==> config.mk <==
export PLATFORM = sky130hd
export DESIGN_NAME = reserve_command_handler
export DESIGN_NICKNAME = d
export VERILOG_FILES = /design/src/rsv_pkg.sv /design/src/tab_if.sv /design/src/rsv_table.sv /design/src/reserve_command_handler.sv
export SDC_FILE = /design/constraint.sdc
export NUM_CORES = 2
export LEC_CHECK = 0
export BUFFER_PORTS_ARGS = -buffer_cell sky130_fd_sc_hd__buf_4
export CORE_MARGIN = 8
export CORE_UTILIZATION = 50
export CTS_CLUSTER_SIZE = 40
export DETAILED_ROUTE_END_ITERATION = 8
export GPL_TIMING_DRIVEN = 0
export PLACE_DENSITY = 0.66
export SLEW_MARGIN = 0
export SYNTH_ARGS = -nofsm -noshare
export SYNTH_HDL_FRONTEND = slang
export SYNTH_SLANG_ARGS = --single-unit
export TNS_END_PERCENT = 1
==> constraint.sdc <==
create_clock -name clk -period 6.55 [get_ports clk]
set_clock_uncertainty 0.05 [all_clocks]
set_input_delay 1.31 -clock clk [delete_from_list [all_inputs] [get_ports clk]]
set_output_delay 1.31 -clock clk [all_outputs]
set_load 0.05 [all_outputs]
==> src/rsv_pkg.sv <==
// shared constants and types for the reserve command handler
package rsv_pkg;
    localparam logic [7:0]  OP_RESERVE   = 8'h16;
    localparam logic [7:0]  OP_RELEASE   = 8'h17;
    localparam logic [7:0]  OP_INQUIRY   = 8'h12;
    localparam logic [7:0]  OP_REQ_SENSE = 8'h03;
    localparam logic [7:0]  ST_GOOD      = 8'h00;
    localparam logic [7:0]  ST_CHECK     = 8'h02;
    localparam logic [7:0]  ST_CONFLICT  = 8'h18;
    localparam logic [3:0]  KEY_NONE     = 4'h0;
    localparam logic [3:0]  KEY_ILLEGAL  = 4'h5;
    localparam logic [7:0]  ASC_NONE     = 8'h00;
    localparam logic [7:0]  ASC_LEN_ERR  = 8'h1a;
    localparam logic [7:0]  ASC_PARAM    = 8'h26;
    localparam logic [7:0]  ASCQ_FIELD   = 8'h00;
    localparam logic [7:0]  ASCQ_VALUE   = 8'h02;
    localparam logic [15:0] PTR_NONE     = 16'h0000;
    localparam logic [15:0] PTR_LIST_LEN = 16'h0003;
    localparam logic [15:0] DESC_BYTES   = 16'h0006;
    localparam logic [2:0]  DESC_LAST    = 3'h5;
    localparam int          ID_BITS      = 9;  // room for 512 reservation identifiers
    localparam int          N_TYPES      = 4;
    // element address ranges per element type
    localparam logic [15:0] TYPE_FIRST [N_TYPES] = '{16'h0000, 16'h0002, 16'h0032, 16'h003a};
    localparam logic [15:0] TYPE_LAST  [N_TYPES] = '{16'h0001, 16'h0031, 16'h0039, 16'h003b};

    typedef enum logic [1:0] {E_FREE = 2'h0, E_PEND = 2'h1, E_HELD = 2'h2} ent_state_type;

    typedef struct packed {
        ent_state_type       st;
        logic [2:0]          holder;
        logic [2:0]          creator;
        logic [ID_BITS-1:0]  id;
    } entry_type;

    typedef struct packed {
        logic [7:0]  status;
        logic [3:0]  key;
        logic [7:0]  asc;
        logic [7:0]  ascq;
        logic        cd;
        logic [15:0] ptr;
    } result_type;

    localparam result_type RES_GOOD = '{ST_GOOD, KEY_NONE, ASC_NONE, ASCQ_FIELD, 1'b0, PTR_NONE};
    localparam result_type RES_CONFLICT =
        '{ST_CONFLICT, KEY_NONE, ASC_NONE, ASCQ_FIELD, 1'b0, PTR_NONE};

    typedef enum logic [3:0] {
        SC_COMMIT = 4'b0001, SC_ROLLBACK = 4'b0010, SC_RELEASE = 4'b0100, SC_CLEAR = 4'b1000
    } scan_type;

    typedef enum logic [5:0] {
        S_IDLE = 6'b000001, S_DESC = 6'b000010, S_RD = 6'b000100,
        S_CHK = 6'b001000, S_SCAN = 6'b010000, S_DONE = 6'b100000
    } state_type;
endpackage

==> src/tab_if.sv <==
// port bundle between the handler and its element table
`timescale 1ns/1ps
interface tab_if #(parameter int AW = 6);
    logic                 we;
    logic [AW-1:0]        waddr;
    logic [AW-1:0]        raddr;
    rsv_pkg::entry_type   wdata;
    rsv_pkg::entry_type   rdata;
    modport ctrl (output we, waddr, raddr, wdata, input rdata);
    modport mem (input we, waddr, raddr, wdata, output rdata);
endinterface

==> src/rsv_table.sv <==
// element reservation table, one entry per element address
`timescale 1ns/1ps
module rsv_table #(
    parameter int N_ELEM = 64,
    parameter int AW     = 6
) (
    input wire logic clk,
    tab_if.mem       t
);
    import rsv_pkg::*;
    entry_type mem [N_ELEM];

    // no reset here: the handler scrubs every entry after reset
    always_ff @(posedge clk) begin
        if (t.we) begin
            mem[t.waddr] <= t.wdata;
        end
        t.rdata <= mem[t.raddr];  // read data one cycle after the address
    end
endmodule

==> src/reserve_command_handler.sv <==
// reserve command decoding, unit and element reservation bookkeeping
`timescale 1ns/1ps
module reserve_command_handler
    import rsv_pkg::*;
#(
    parameter int N_ELEM = 64
) (
    input  wire logic                        clk,
    input  wire logic                        rst_n,
    input  wire logic                        cmd_start,
    output logic                             cmd_ready,
    input  wire logic [2:0]                  cmd_initiator,
    input  wire logic [7:0]                  cmd_opcode,
    input  wire logic                        cmd_third_party_flag,
    input  wire logic [2:0]                  cmd_third_party_id,
    input  wire logic                        cmd_element_select,
    input  wire logic [rsv_pkg::ID_BITS-1:0] cmd_res_id,
    input  wire logic [15:0]                 cmd_list_len,
    input  wire logic                        list_valid,
    output logic                             list_ready,
    input  wire logic [7:0]                  list_byte,
    input  wire logic                        rel_start,
    input  wire logic [2:0]                  rel_initiator,
    input  wire logic                        rel_unit,
    input  wire logic [rsv_pkg::ID_BITS-1:0] rel_id,
    input  wire logic                        bus_device_reset,
    output logic                             done,
    output logic [7:0]                       status,
    output logic [3:0]                       sense_key,
    output logic [7:0]                       asc,
    output logic [7:0]                       ascq,
    output logic                             cd_bit,
    output logic [15:0]                      field_ptr,
    output logic                             unit_reserved,
    output logic [2:0]                       unit_owner
);
    import rsv_pkg::*;
    localparam int AW = $clog2(N_ELEM);
    localparam logic [AW:0] IDX_END = (AW+1)'(N_ELEM);

    typedef struct packed {
        state_type           state;
        scan_type            op;
        logic                unit_held;
        logic [2:0]          unit_holder;
        logic [2:0]          unit_creator;
        logic [2:0]          ini;
        logic [2:0]          holder;
        logic [ID_BITS-1:0]  res_id;
        logic [15:0]         remain;
        logic [15:0]         list_len;
        logic [2:0]          bcnt;
        logic                rsv_bad;
        logic [15:0]         cnt;
        logic [15:0]         addr;
        logic [15:0]         cur;
        logic [15:0]         last;
        logic [AW:0]         idx;
        logic                refuse;
        result_type          res;
    } st_type;

    st_type      st;
    st_type      next_st;
    tab_if #(.AW(AW)) tab ();
    logic [2:0]  req_holder;
    logic        foreign_unit;
    logic        exempt;
    logic [15:0] desc_addr;
    logic [15:0] t_last;
    logic        t_hit;
    logic [16:0] span_last;
    logic        desc_ok;
    logic        refuse_now;
    entry_type   e;

    rsv_table #(.N_ELEM(N_ELEM), .AW(AW)) u_rsv_table (
        .clk (clk),
        .t   (tab.mem)
    );

    // handshake and result outputs
    assign cmd_ready     = (st.state == S_IDLE);
    assign list_ready    = (st.state == S_DESC);
    assign done          = (st.state == S_DONE);
    assign status        = st.res.status;
    assign sense_key     = st.res.key;
    assign asc           = st.res.asc;
    assign ascq          = st.res.ascq;
    assign cd_bit        = st.res.cd;
    assign field_ptr     = st.res.ptr;
    assign unit_reserved = st.unit_held;
    assign unit_owner    = st.unit_holder;

    // access is granted to the third party, not to the requester
    assign req_holder   = cmd_third_party_flag ? cmd_third_party_id : cmd_initiator;
    assign foreign_unit = st.unit_held && (st.unit_holder != cmd_initiator);
    assign exempt       = (cmd_opcode == OP_INQUIRY) || (cmd_opcode == OP_REQ_SENSE) ||
                          (cmd_opcode == OP_RELEASE);
    assign desc_addr    = {st.addr[15:8], list_byte};
    assign span_last    = {1'b0, desc_addr} + {1'b0, st.cnt} - 17'h00001;
    assign e            = tab.rdata;

    // element type lookup; a descriptor may not run past its own type
    always_comb begin
        t_hit  = 1'b0;
        t_last = 16'h0000;
        for (int i = 0; i < N_TYPES; i++) begin
            if (desc_addr >= TYPE_FIRST[i] && desc_addr <= TYPE_LAST[i]) begin
                t_hit  = 1'b1;
                t_last = TYPE_LAST[i];
            end
        end
        desc_ok = t_hit && ((st.cnt == 16'h0000) || (span_last <= {1'b0, t_last}));
    end

    // next state of the whole handler
    always_comb begin
        next_st     = st;
        refuse_now  = 1'b0;
        tab.we      = 1'b0;
        tab.waddr   = st.cur[AW-1:0];
        tab.raddr   = st.cur[AW-1:0];
        tab.wdata   = '{E_FREE, 3'h0, 3'h0, {ID_BITS{1'b0}}};
        unique case (st.state)
            S_IDLE: begin
                if (cmd_start) begin
                    next_st.ini      = cmd_initiator;
                    next_st.holder   = req_holder;
                    next_st.res_id   = cmd_res_id;
                    next_st.remain   = cmd_list_len;
                    next_st.list_len = cmd_list_len;
                    next_st.bcnt     = 3'h0;
                    next_st.rsv_bad  = 1'b0;
                    next_st.res      = RES_GOOD;
                    next_st.state    = S_DONE;
                    if (cmd_opcode != OP_RESERVE) begin
                        if (foreign_unit && !exempt) begin
                            next_st.res = RES_CONFLICT;
                        end
                    end else if (foreign_unit) begin
                        next_st.res = RES_CONFLICT;
                    end else if (!cmd_element_select) begin
                        // list length is ignored for a unit reservation
                        next_st.unit_held    = 1'b1;
                        next_st.unit_holder  = req_holder;
                        next_st.unit_creator = cmd_initiator;
                    end else if (st.unit_held) begin
                        next_st.res = RES_CONFLICT;
                    end else if ((cmd_list_len % DESC_BYTES) != 16'h0000) begin
                        next_st.res = '{ST_CHECK, KEY_ILLEGAL, ASC_LEN_ERR, ASCQ_FIELD,
                                        1'b1, PTR_LIST_LEN};
                    end else if (cmd_list_len != 16'h0000) begin
                        next_st.state = S_DESC;
                    end
                end else if (rel_start) begin
                    next_st.ini    = rel_initiator;
                    next_st.res    = RES_GOOD;
                    next_st.state  = S_DONE;
                    next_st.refuse = 1'b0;
                    if (rel_unit && st.unit_held) begin
                        if (rel_initiator == st.unit_creator) begin
                            // owner reads zero whenever nothing is reserved
                            next_st.unit_held   = 1'b0;
                            next_st.unit_holder = 3'h0;
                        end else if (rel_initiator == st.unit_holder) begin
                            next_st.res = RES_CONFLICT;
                        end
                    end else if (!rel_unit) begin
                        next_st.res_id = rel_id;
                        next_st.op     = SC_RELEASE;
                        next_st.idx    = '0;
                        next_st.state  = S_SCAN;
                    end
                end
            end
            S_DESC: begin
                if (list_valid) begin
                    next_st.remain = st.remain - 16'h0001;
                    next_st.bcnt   = (st.bcnt == DESC_LAST) ? 3'h0 : st.bcnt + 3'h1;
                    unique case (st.bcnt)
                        3'h0, 3'h1: next_st.rsv_bad = st.rsv_bad | (list_byte != 8'h00);
                        3'h2: next_st.cnt[15:8] = list_byte;
                        3'h3: next_st.cnt[7:0] = list_byte;
                        3'h4: next_st.addr[15:8] = list_byte;
                        default: begin
                            next_st.rsv_bad = 1'b0;
                            next_st.op      = SC_ROLLBACK;
                            next_st.idx     = '0;
                            next_st.state   = S_SCAN;
                            if (st.rsv_bad) begin
                                next_st.res = '{ST_CHECK, KEY_ILLEGAL, ASC_PARAM, ASCQ_FIELD, 1'b0,
                                    st.list_len - st.remain - {13'h0000, DESC_LAST}};
                            end else if (!desc_ok) begin
                                next_st.res = '{ST_CHECK, KEY_ILLEGAL, ASC_PARAM, ASCQ_VALUE, 1'b0,
                                    st.list_len - st.remain - 16'h0001};
                            end else begin
                                next_st.cur   = desc_addr;
                                next_st.last  = (st.cnt == 16'h0000) ? t_last
                                                                     : span_last[15:0];
                                next_st.state = S_RD;
                            end
                        end
                    endcase
                end
            end
            S_RD: next_st.state = S_CHK;
            S_CHK: begin
                if (e.st == E_PEND) begin
                    // already taken earlier in this same list: overlapping ranges
                    next_st.res   = '{ST_CHECK, KEY_ILLEGAL, ASC_PARAM, ASCQ_VALUE, 1'b0, PTR_NONE};
                    next_st.op    = SC_ROLLBACK;
                    next_st.idx   = '0;
                    next_st.state = S_SCAN;
                end else if (e.st == E_HELD && e.holder != st.holder) begin
                    next_st.res   = RES_CONFLICT;
                    next_st.op    = SC_ROLLBACK;
                    next_st.idx   = '0;
                    next_st.state = S_SCAN;
                end else begin
                    // an element the requester already holds is left untouched,
                    // so a later rollback cannot drop it
                    if (e.st == E_FREE) begin
                        tab.we    = 1'b1;
                        tab.wdata = '{E_PEND, st.holder, st.ini, st.res_id};
                    end
                    if (st.cur != st.last) begin
                        next_st.cur   = st.cur + 16'h0001;
                        next_st.state = S_RD;
                    end else if (st.remain != 16'h0000) begin
                        next_st.state = S_DESC;
                    end else begin
                        next_st.op    = SC_COMMIT;
                        next_st.idx   = '0;
                        next_st.state = S_SCAN;
                    end
                end
            end
            S_SCAN: begin
                // pipelined sweep: address idx is read while idx-1 is acted on
                tab.raddr = st.idx[AW-1:0];
                tab.waddr = st.idx[AW-1:0] - {{(AW-1){1'b0}}, 1'b1};
                tab.wdata = e;
                if (st.idx != '0) begin
                    unique case (st.op)
                        SC_COMMIT: begin
                            tab.we       = (e.st == E_PEND);
                            tab.wdata.st = E_HELD;
                        end
                        SC_ROLLBACK: begin
                            tab.we       = (e.st == E_PEND);
                            tab.wdata.st = E_FREE;
                        end
                        SC_RELEASE: begin
                            tab.wdata.st = E_FREE;
                            if (e.st == E_HELD && e.id == st.res_id) begin
                                tab.we     = (e.creator == st.ini);
                                refuse_now = (e.creator != st.ini) && (e.holder == st.ini);
                            end
                        end
                        SC_CLEAR: begin
                            tab.we       = 1'b1;
                            tab.wdata.st = E_FREE;
                        end
                    endcase
                end
                next_st.refuse = st.refuse | refuse_now;
                if (st.idx == IDX_END) begin
                    next_st.state = (st.op == SC_CLEAR) ? S_IDLE : S_DONE;
                    if (st.op == SC_RELEASE && (st.refuse || refuse_now)) begin
                        next_st.res = RES_CONFLICT;
                    end
                end else begin
                    next_st.idx = st.idx + {{AW{1'b0}}, 1'b1};
                end
            end
            S_DONE: next_st.state = S_IDLE;
        endcase
        // a bus device reset drops every reservation and aborts the command
        if (bus_device_reset) begin
            next_st.unit_held   = 1'b0;
            next_st.unit_holder = 3'h0;
            next_st.op        = SC_CLEAR;
            next_st.idx       = '0;
            next_st.state     = S_SCAN;
        end
    end

    // state register; a hard reset starts with a table scrub
    always_ff @(posedge clk or negedge rst_n) begin
        if (!rst_n) begin
            st       <= '0;
            st.state <= S_SCAN;
            st.op    <= SC_CLEAR;
        end else begin
            st <= next_st;
        end
    end

    logic take;
    logic take_rsv;
    logic desc_end;
    assign take     = cmd_start && cmd_ready && !bus_device_reset;
    assign take_rsv = take && (cmd_opcode == OP_RESERVE);
    assign desc_end = list_ready && list_valid && (st.bcnt == DESC_LAST) && !bus_device_reset;
endmodule

After elaboration in Yosys (flattened, before gate mapping)
Memory sizes are Yosys's and may differ from the RTL's. A register that Yosys moved wholly into a read port is not among the register bits.
Cells that the tools add are included.
{"block": "totals", "elab_cells": 295, "register_bits": 177, "n_memories": 1, "ram_bits": 1088}
{"name": "u_rsv_table.mem", "words": 64, "word_bits": 17, "rd": 1, "rd_ports_with_merged_regs": 1, "write_ports": 1, "line_no": "rsv_table.sv:11", "source": "entry_type mem [N_ELEM];"}
{"block": "op_classes", "div": 1, "add_sub_neg": 10, "n_eq_ne": 63, "bitwise_logic": 7, "magnitude_cmp": 9, "reduce_logical": 58, "mux": 121}
{"operator": "$mux W45", "count": 12}
{"operator": "$mux W42", "count": 5}
{"operator": "$pmux W45 S4", "count": 1}
{"operator": "$mux W16", "count": 10}
{"operator": "$mux W39", "count": 3}
{"operator": "$mux W6", "count": 13}
{"operator": "$mux W7", "count": 11}
{"operator": "$mux W32", "count": 2}
{"operator": "$pmux W16 S2", "count": 2}
{"operator": "$mux W10", "count": 6}
{"operator": "$mux W53", "count": 1}
{"operator": "$le A16 B6 Y1 const B", "count": 3}
{"operator": "$reduce_bool A16 Y1", "count": 3}
{"operator": "$mux W36", "count": 1}
{"operator": "$mux W9", "count": 4}
{"operator": "$pmux W6 S6", "count": 1}
{"operator": "$pmux W17 S2", "count": 1}
{"operator": "$ge A16 B6 Y1 const B", "count": 2}
{"operator": "$mux W8", "count": 4}
{"operator": "$sub A16 B1 Y16 const B", "count": 2}
{"operator": "$mux W14", "count": 2}
{"operator": "$mux W28", "count": 1}
{"operator": "$pmux W7 S4", "count": 1}
{"operator": "$ne A2 B2 Y1 const B", "count": 13}
{"operator": "other kinds (78)", "count": 165}

Logic depth before layout (Yosys ltp)
{"block": "logic_depth", "ltp_word": 15, "depth_mapped": 21, "depth_no_buf": 20}

Hierarchy
Synthesis repeated with hierarchy kept, for this count alone.
{"block": "hier_totals", "hier_cells": 3272, "hier_area_um2": 53834.1}
{"mod": "rsv_table", "seq_area_each_um2": 33011.7, "cells_per_inst": 1875, "area_per_inst_um2": 42117.9, "instances": 1}
{"mod": "reserve_command_handler", "seq_area_each_um2": 3831.2, "cells_per_inst": 1397, "area_per_inst_um2": 11716.2, "instances": 1}

Least setup slack after synthesis
OpenSTA, ideal clock, no wires.
{"block": "synth_path", "path_kind": "in2reg", "from": "input port list_byte[1]", "to": "register st[54] in the netlist's numbering", "cell_stages": 19, "slack_ns": 1.604, "t_required_ns": 6.381, "arrival_ns": 4.778, "path_buffers": 1, "cell_sequence": "inv_1 ha_1 inv_1 ha_1 fa_1 xor2_1 ha_1 o21a_1 o21a_1 o31a_1 o22ai_1 nand4_1 nor3_1 o2111a_1 a31oi_1 nor4_1 clkbuf_1 o211ai_1 o21a_1"}
{"block": "synth_between", "elab_chain_len": 10, "word_cells_on_any_way": 27, "cone_classes": "2 x add/sub; 9 x order compare; 9 x mux; 7 x reduce/logical"}
{"element": "start, declared", "line_no": "reserve_command_handler.sv:21", "source": "input wire logic [7:0] list_byte,"}
{"element": "parallel branches: the longest is 10 deep, another holds $add A16 B16 Y17"}
{"element": "end signal, assigned", "line_no": "reserve_command_handler.sv:296", "source": "st <= next_st;"}
{"element": "end, declared", "line_no": "reserve_command_handler.sv:63", "source": "st_type st;"}
Parallel ways; which one is timed is not known.
A chain may end at the register's enable or synchronous reset.

Worst setup path after layout
{"block": "layout_path", "from": "register st[181] in the netlist's numbering", "to": "register u_rsv_table.t.rdata[12] (netlist name)"}
{"block": "layout_between", "elab_chain_len": 2}
{"element": "$eq A6 B5 Y1", "line_no": "reserve_command_handler.sv:125", "source": "unique case (st.state)"}
{"element": "$mux W6", "line_no": "reserve_command_handler.sv:125"}
Every way passes these cells.

==> results.py <==
metrics = {
    "detailed_routing": {
        "drc": 0,
        "postRouteAntennaNets": 0,
        "wirelength_mm": 165,
        "via_per_inst": 6.09,
        "dr_total_vias": 38800,
        "initialDrtViolationCount": 4505,
        "routedWlPerCell_um": 25.9,
        "drtPass1Iterations": 6,
    },
    "synthesis": {
        "netlist_top_cells_count": "edfxtp_1, nand2_1, a211oi_1",
        "synthFlopType": "edfxtp_1",
        "synth_area_leader_cell": "edfxtp_1",
        "ys_types": 85,
        "async_flop_share": 0.122,
        "yosys.area.top_type_share": 0.590,
        "ys_warn_count": 0,
        "synth_area_um2": 55400,
        "seq_area_frac_synth": 0.665,
        "syn_area_per_cell_um2": 12.3,
        "yosys-top-cells-area": "edfxtp_1, dfrtp_1, a211oi_1",
        "synthCells": 4511,
        "synth-edff-count": 1088,
        "synth.most_common_cell": "edfxtp_1",
        "yosys_register_bits": 1258,
    },
    "setup_path": {
        "reg2reg_slack_ps": 650,
        "cp.required_ps": 7130,
        "r2r_cells": 13,
        "crit_type": "reg -> reg",
        "worstPathArrival_ps": 6480,
        "cp_max_fo": 10,
        "timing.rr.start": "st[181]$_DFFE_PN0P_",
        "critPathLaunchType": "register",
        "rr_endpoint": "u_rsv_table.t.rdata[12]$_DFF_P_",
        "critPathCaptureType": "register",
    },
    "global_route": {
        "grt_pass1_vias": 36600,
        "grtUsageTotal": 0.263,
        "gr-total-overflow": 0,
        "grt_pass1_wl_mm": 239,
        "grt_max_degree": 89,
        "antenna_found_initial": 7,
    },
    "place": {
        "place_congestion": 0.996,
        "hpwl_mm": 112,
        "io_buffers": 98,
    },
    "finish": {
        "drive_gt1_frac": 0.0944,
        "syn_to_final_growth_pct": 13.7,
        "layout.nets": 4914,
    },
    "sta": {
        "finalSetupTns_ps": 0,
        "tightest_slew_ps": 1420,
        "finalHoldViolations": 0,
        "period_minus_slack_ps": 5900,
        "rsz0062_at_grt": "false",
        "final.period_utilization": 0.901,
        "setup_viol": 0,
        "drv_slew": 0,
        "relSlewSlack": 0.0541,
        "fmax_mhz": 169,
    },
    "die": {
        "num_rows": 122,
        "start_util": 0.503,
        "die_area_um2": 122000,
        "io_pins": 120,
        "fp.dieH_um": 349,
        "core_um2": 110000,
        "dieWidth_um": 349,
    },
    "min_path": {
        "whs_path_depth": 2,
        "whs_endpoint": "st[123]$_DFFE_PN0P_",
        "hp-start": "st[123]$_DFFE_PN0P_",
        "holdCritPathClass": "reg -> reg",
    },
    "clock_tree": {
        "cts_tree": "done",
        "cts.path.max_buffers": 3,
        "clkTransAtPathRegs_ps": 60,
        "clk_latency_ps": 770,
        "hold_buffers": 0,
        "post_cts_buffers": 0,
        "cts_buffers": 133,
        "post_cts_resized": 0,
        "htree_num_levels": 4,
        "cts_root_buf": "clkbuf_16",
        "cts_num_sinks": 1258,
    },
    "pwr": {
        "p_leak_nw": 21.5,
        "p_total_w": 0.0294,
        "ir_worst_vdd_mv": 0.460,
        "power_density_nw_per_um2": 467,
    },
    "run": {
        "maxCapViolations": 0,
    },
    "status": {
        "outcome": "complete, no violations",
    },
}
## worst max-delay path, cell delays in order (launching register included)
cell and delay, ps:
dfrtp_1 430, nor2_1 290, nand4b_1 210, clkbuf_1 310
mux2i_1 470, clkbuf_1 610, clkbuf_1 1100, clkbuf_1 740
nand2_1 120, a31oi_1 310, a21oi_1 180, a211oi_1 480
a211oi_1 130, a21oi_1 320
## area by class of cell
| type | count | area, µm² |
|---|---|---|
| Fill cell | 8962 | 47200 |
| Sequential cell | 1258 | 36800 |
| Multi-Input combinational cell | 2788 | 16900 |
| Clock buffer | 167 | 3560 |
| Tap cell | 1488 | 1860 |
| Buffer | 348 | 1500 |
| Timing Repair Buffer | 123 | 1140 |
| Clock inverter | 68 | 684 |
| Inverter | 133 | 499 |
| Antenna cell | 2 | 5.00 |
## layer usage
| layer | track usage | vias to the layer above | part of all wire |
|---|---|---|---|
| li1 | - | 17400 | - |
| met1 | 0.357 | 19000 | 0.40 |
| met2 | 0.407 | 1952 | 0.45 |
| met3 | 0.0492 | 364 | 0.094 |
| met4 | 0.130 | 0 | 0.053 |
| met5 | 0 | - | 0 |
## power by group
group	total, W	switching, W	internal, W
Sequential	0.0107	0.000172	0.0106
Clock	0.00736	0.00316	0.00420
Combinational	0.0113	0.00863	0.00267
## per-stage QoR
stage / cells / util / hold slack, ps / worst slack, ps / instance area (µm²)
CTS: 6373 / 0.571 / 436 / 820 / 62900
global route: 6373 / 0.571 / 452 / 506 / 63000
finish: 6375 / 0.572 / 435 / 649 / 63000
detailed placement: 6138 / 0.532 / 421 / 322 / 58700
floorplan: 4527 / - / 402 / 1600 / 55500
global placement: 6113 / 0.527 / 416 / 184 / 58000
## flip-flops by register name, summed over array words and instances, names as in the netlist
register / flops
asc: 2
status: 2
unit_owner: 3
unit_reserved: 1
st: 120
field_ptr: 16
u_rsv_table.t.rdata: 17
u_rsv_table.mem: 1088
ascq: 1
desc_addr: 8
## cells in the final DEF (no fill, tap or decap), types with 106 or more instances in the layout
cell type,count
clkbuf_16,136
edfxtp_1,1088
o21ai_0,127
dfrtp_1,151
clkbuf_1,309
a211oi_1,396
inv_1,133
and2_1,266
nand2_1,717
a311oi_1,141
a21oi_1,213
nor2_1,106
buf_4,150
a31oi_1,156
## logic make-up after synthesis
logic type	Yosys count	share of synthesized area
AND/OR/NAND/NOR	1413	0.120
XOR/XNOR	88	0.0141
AO/OA/AOI/OAI	1182	0.146
multiplexers	27	0.00506
buffers and inverters	481	0.0362
flip-flops	1258	0.665
other	1	0.0000677
adder cells (fa/ha/maj)	61	0.0141
## how the worst max path moves through the flow
stage	startpoint	end	slack (ps)	depth (start not counted)
3_5_place_dp	list_byte[1]	st[54]$_DFFE_PN0P_	320	20
2_1_floorplan	list_byte[1]	st[54]$_DFFE_PN0P_	1600	19
6_report	st[181]$_DFFE_PN0P_	u_rsv_table.t.rdata[12]$_DFF_P_	650	13
5_1_grt	st[181]$_DFFE_PN0P_	u_rsv_table.t.rdata[3]$_DFF_P_	510	13
4_1_cts	st[181]$_DFFE_PN0P_	u_rsv_table.t.rdata[12]$_DFF_P_	820	13
3_3_place_gp	st[46]$_DFFE_PN0P_	u_rsv_table.mem[47][16]$_DFFE_PP_	180	7
No activity file was read; power rests on OpenSTA's default activity.
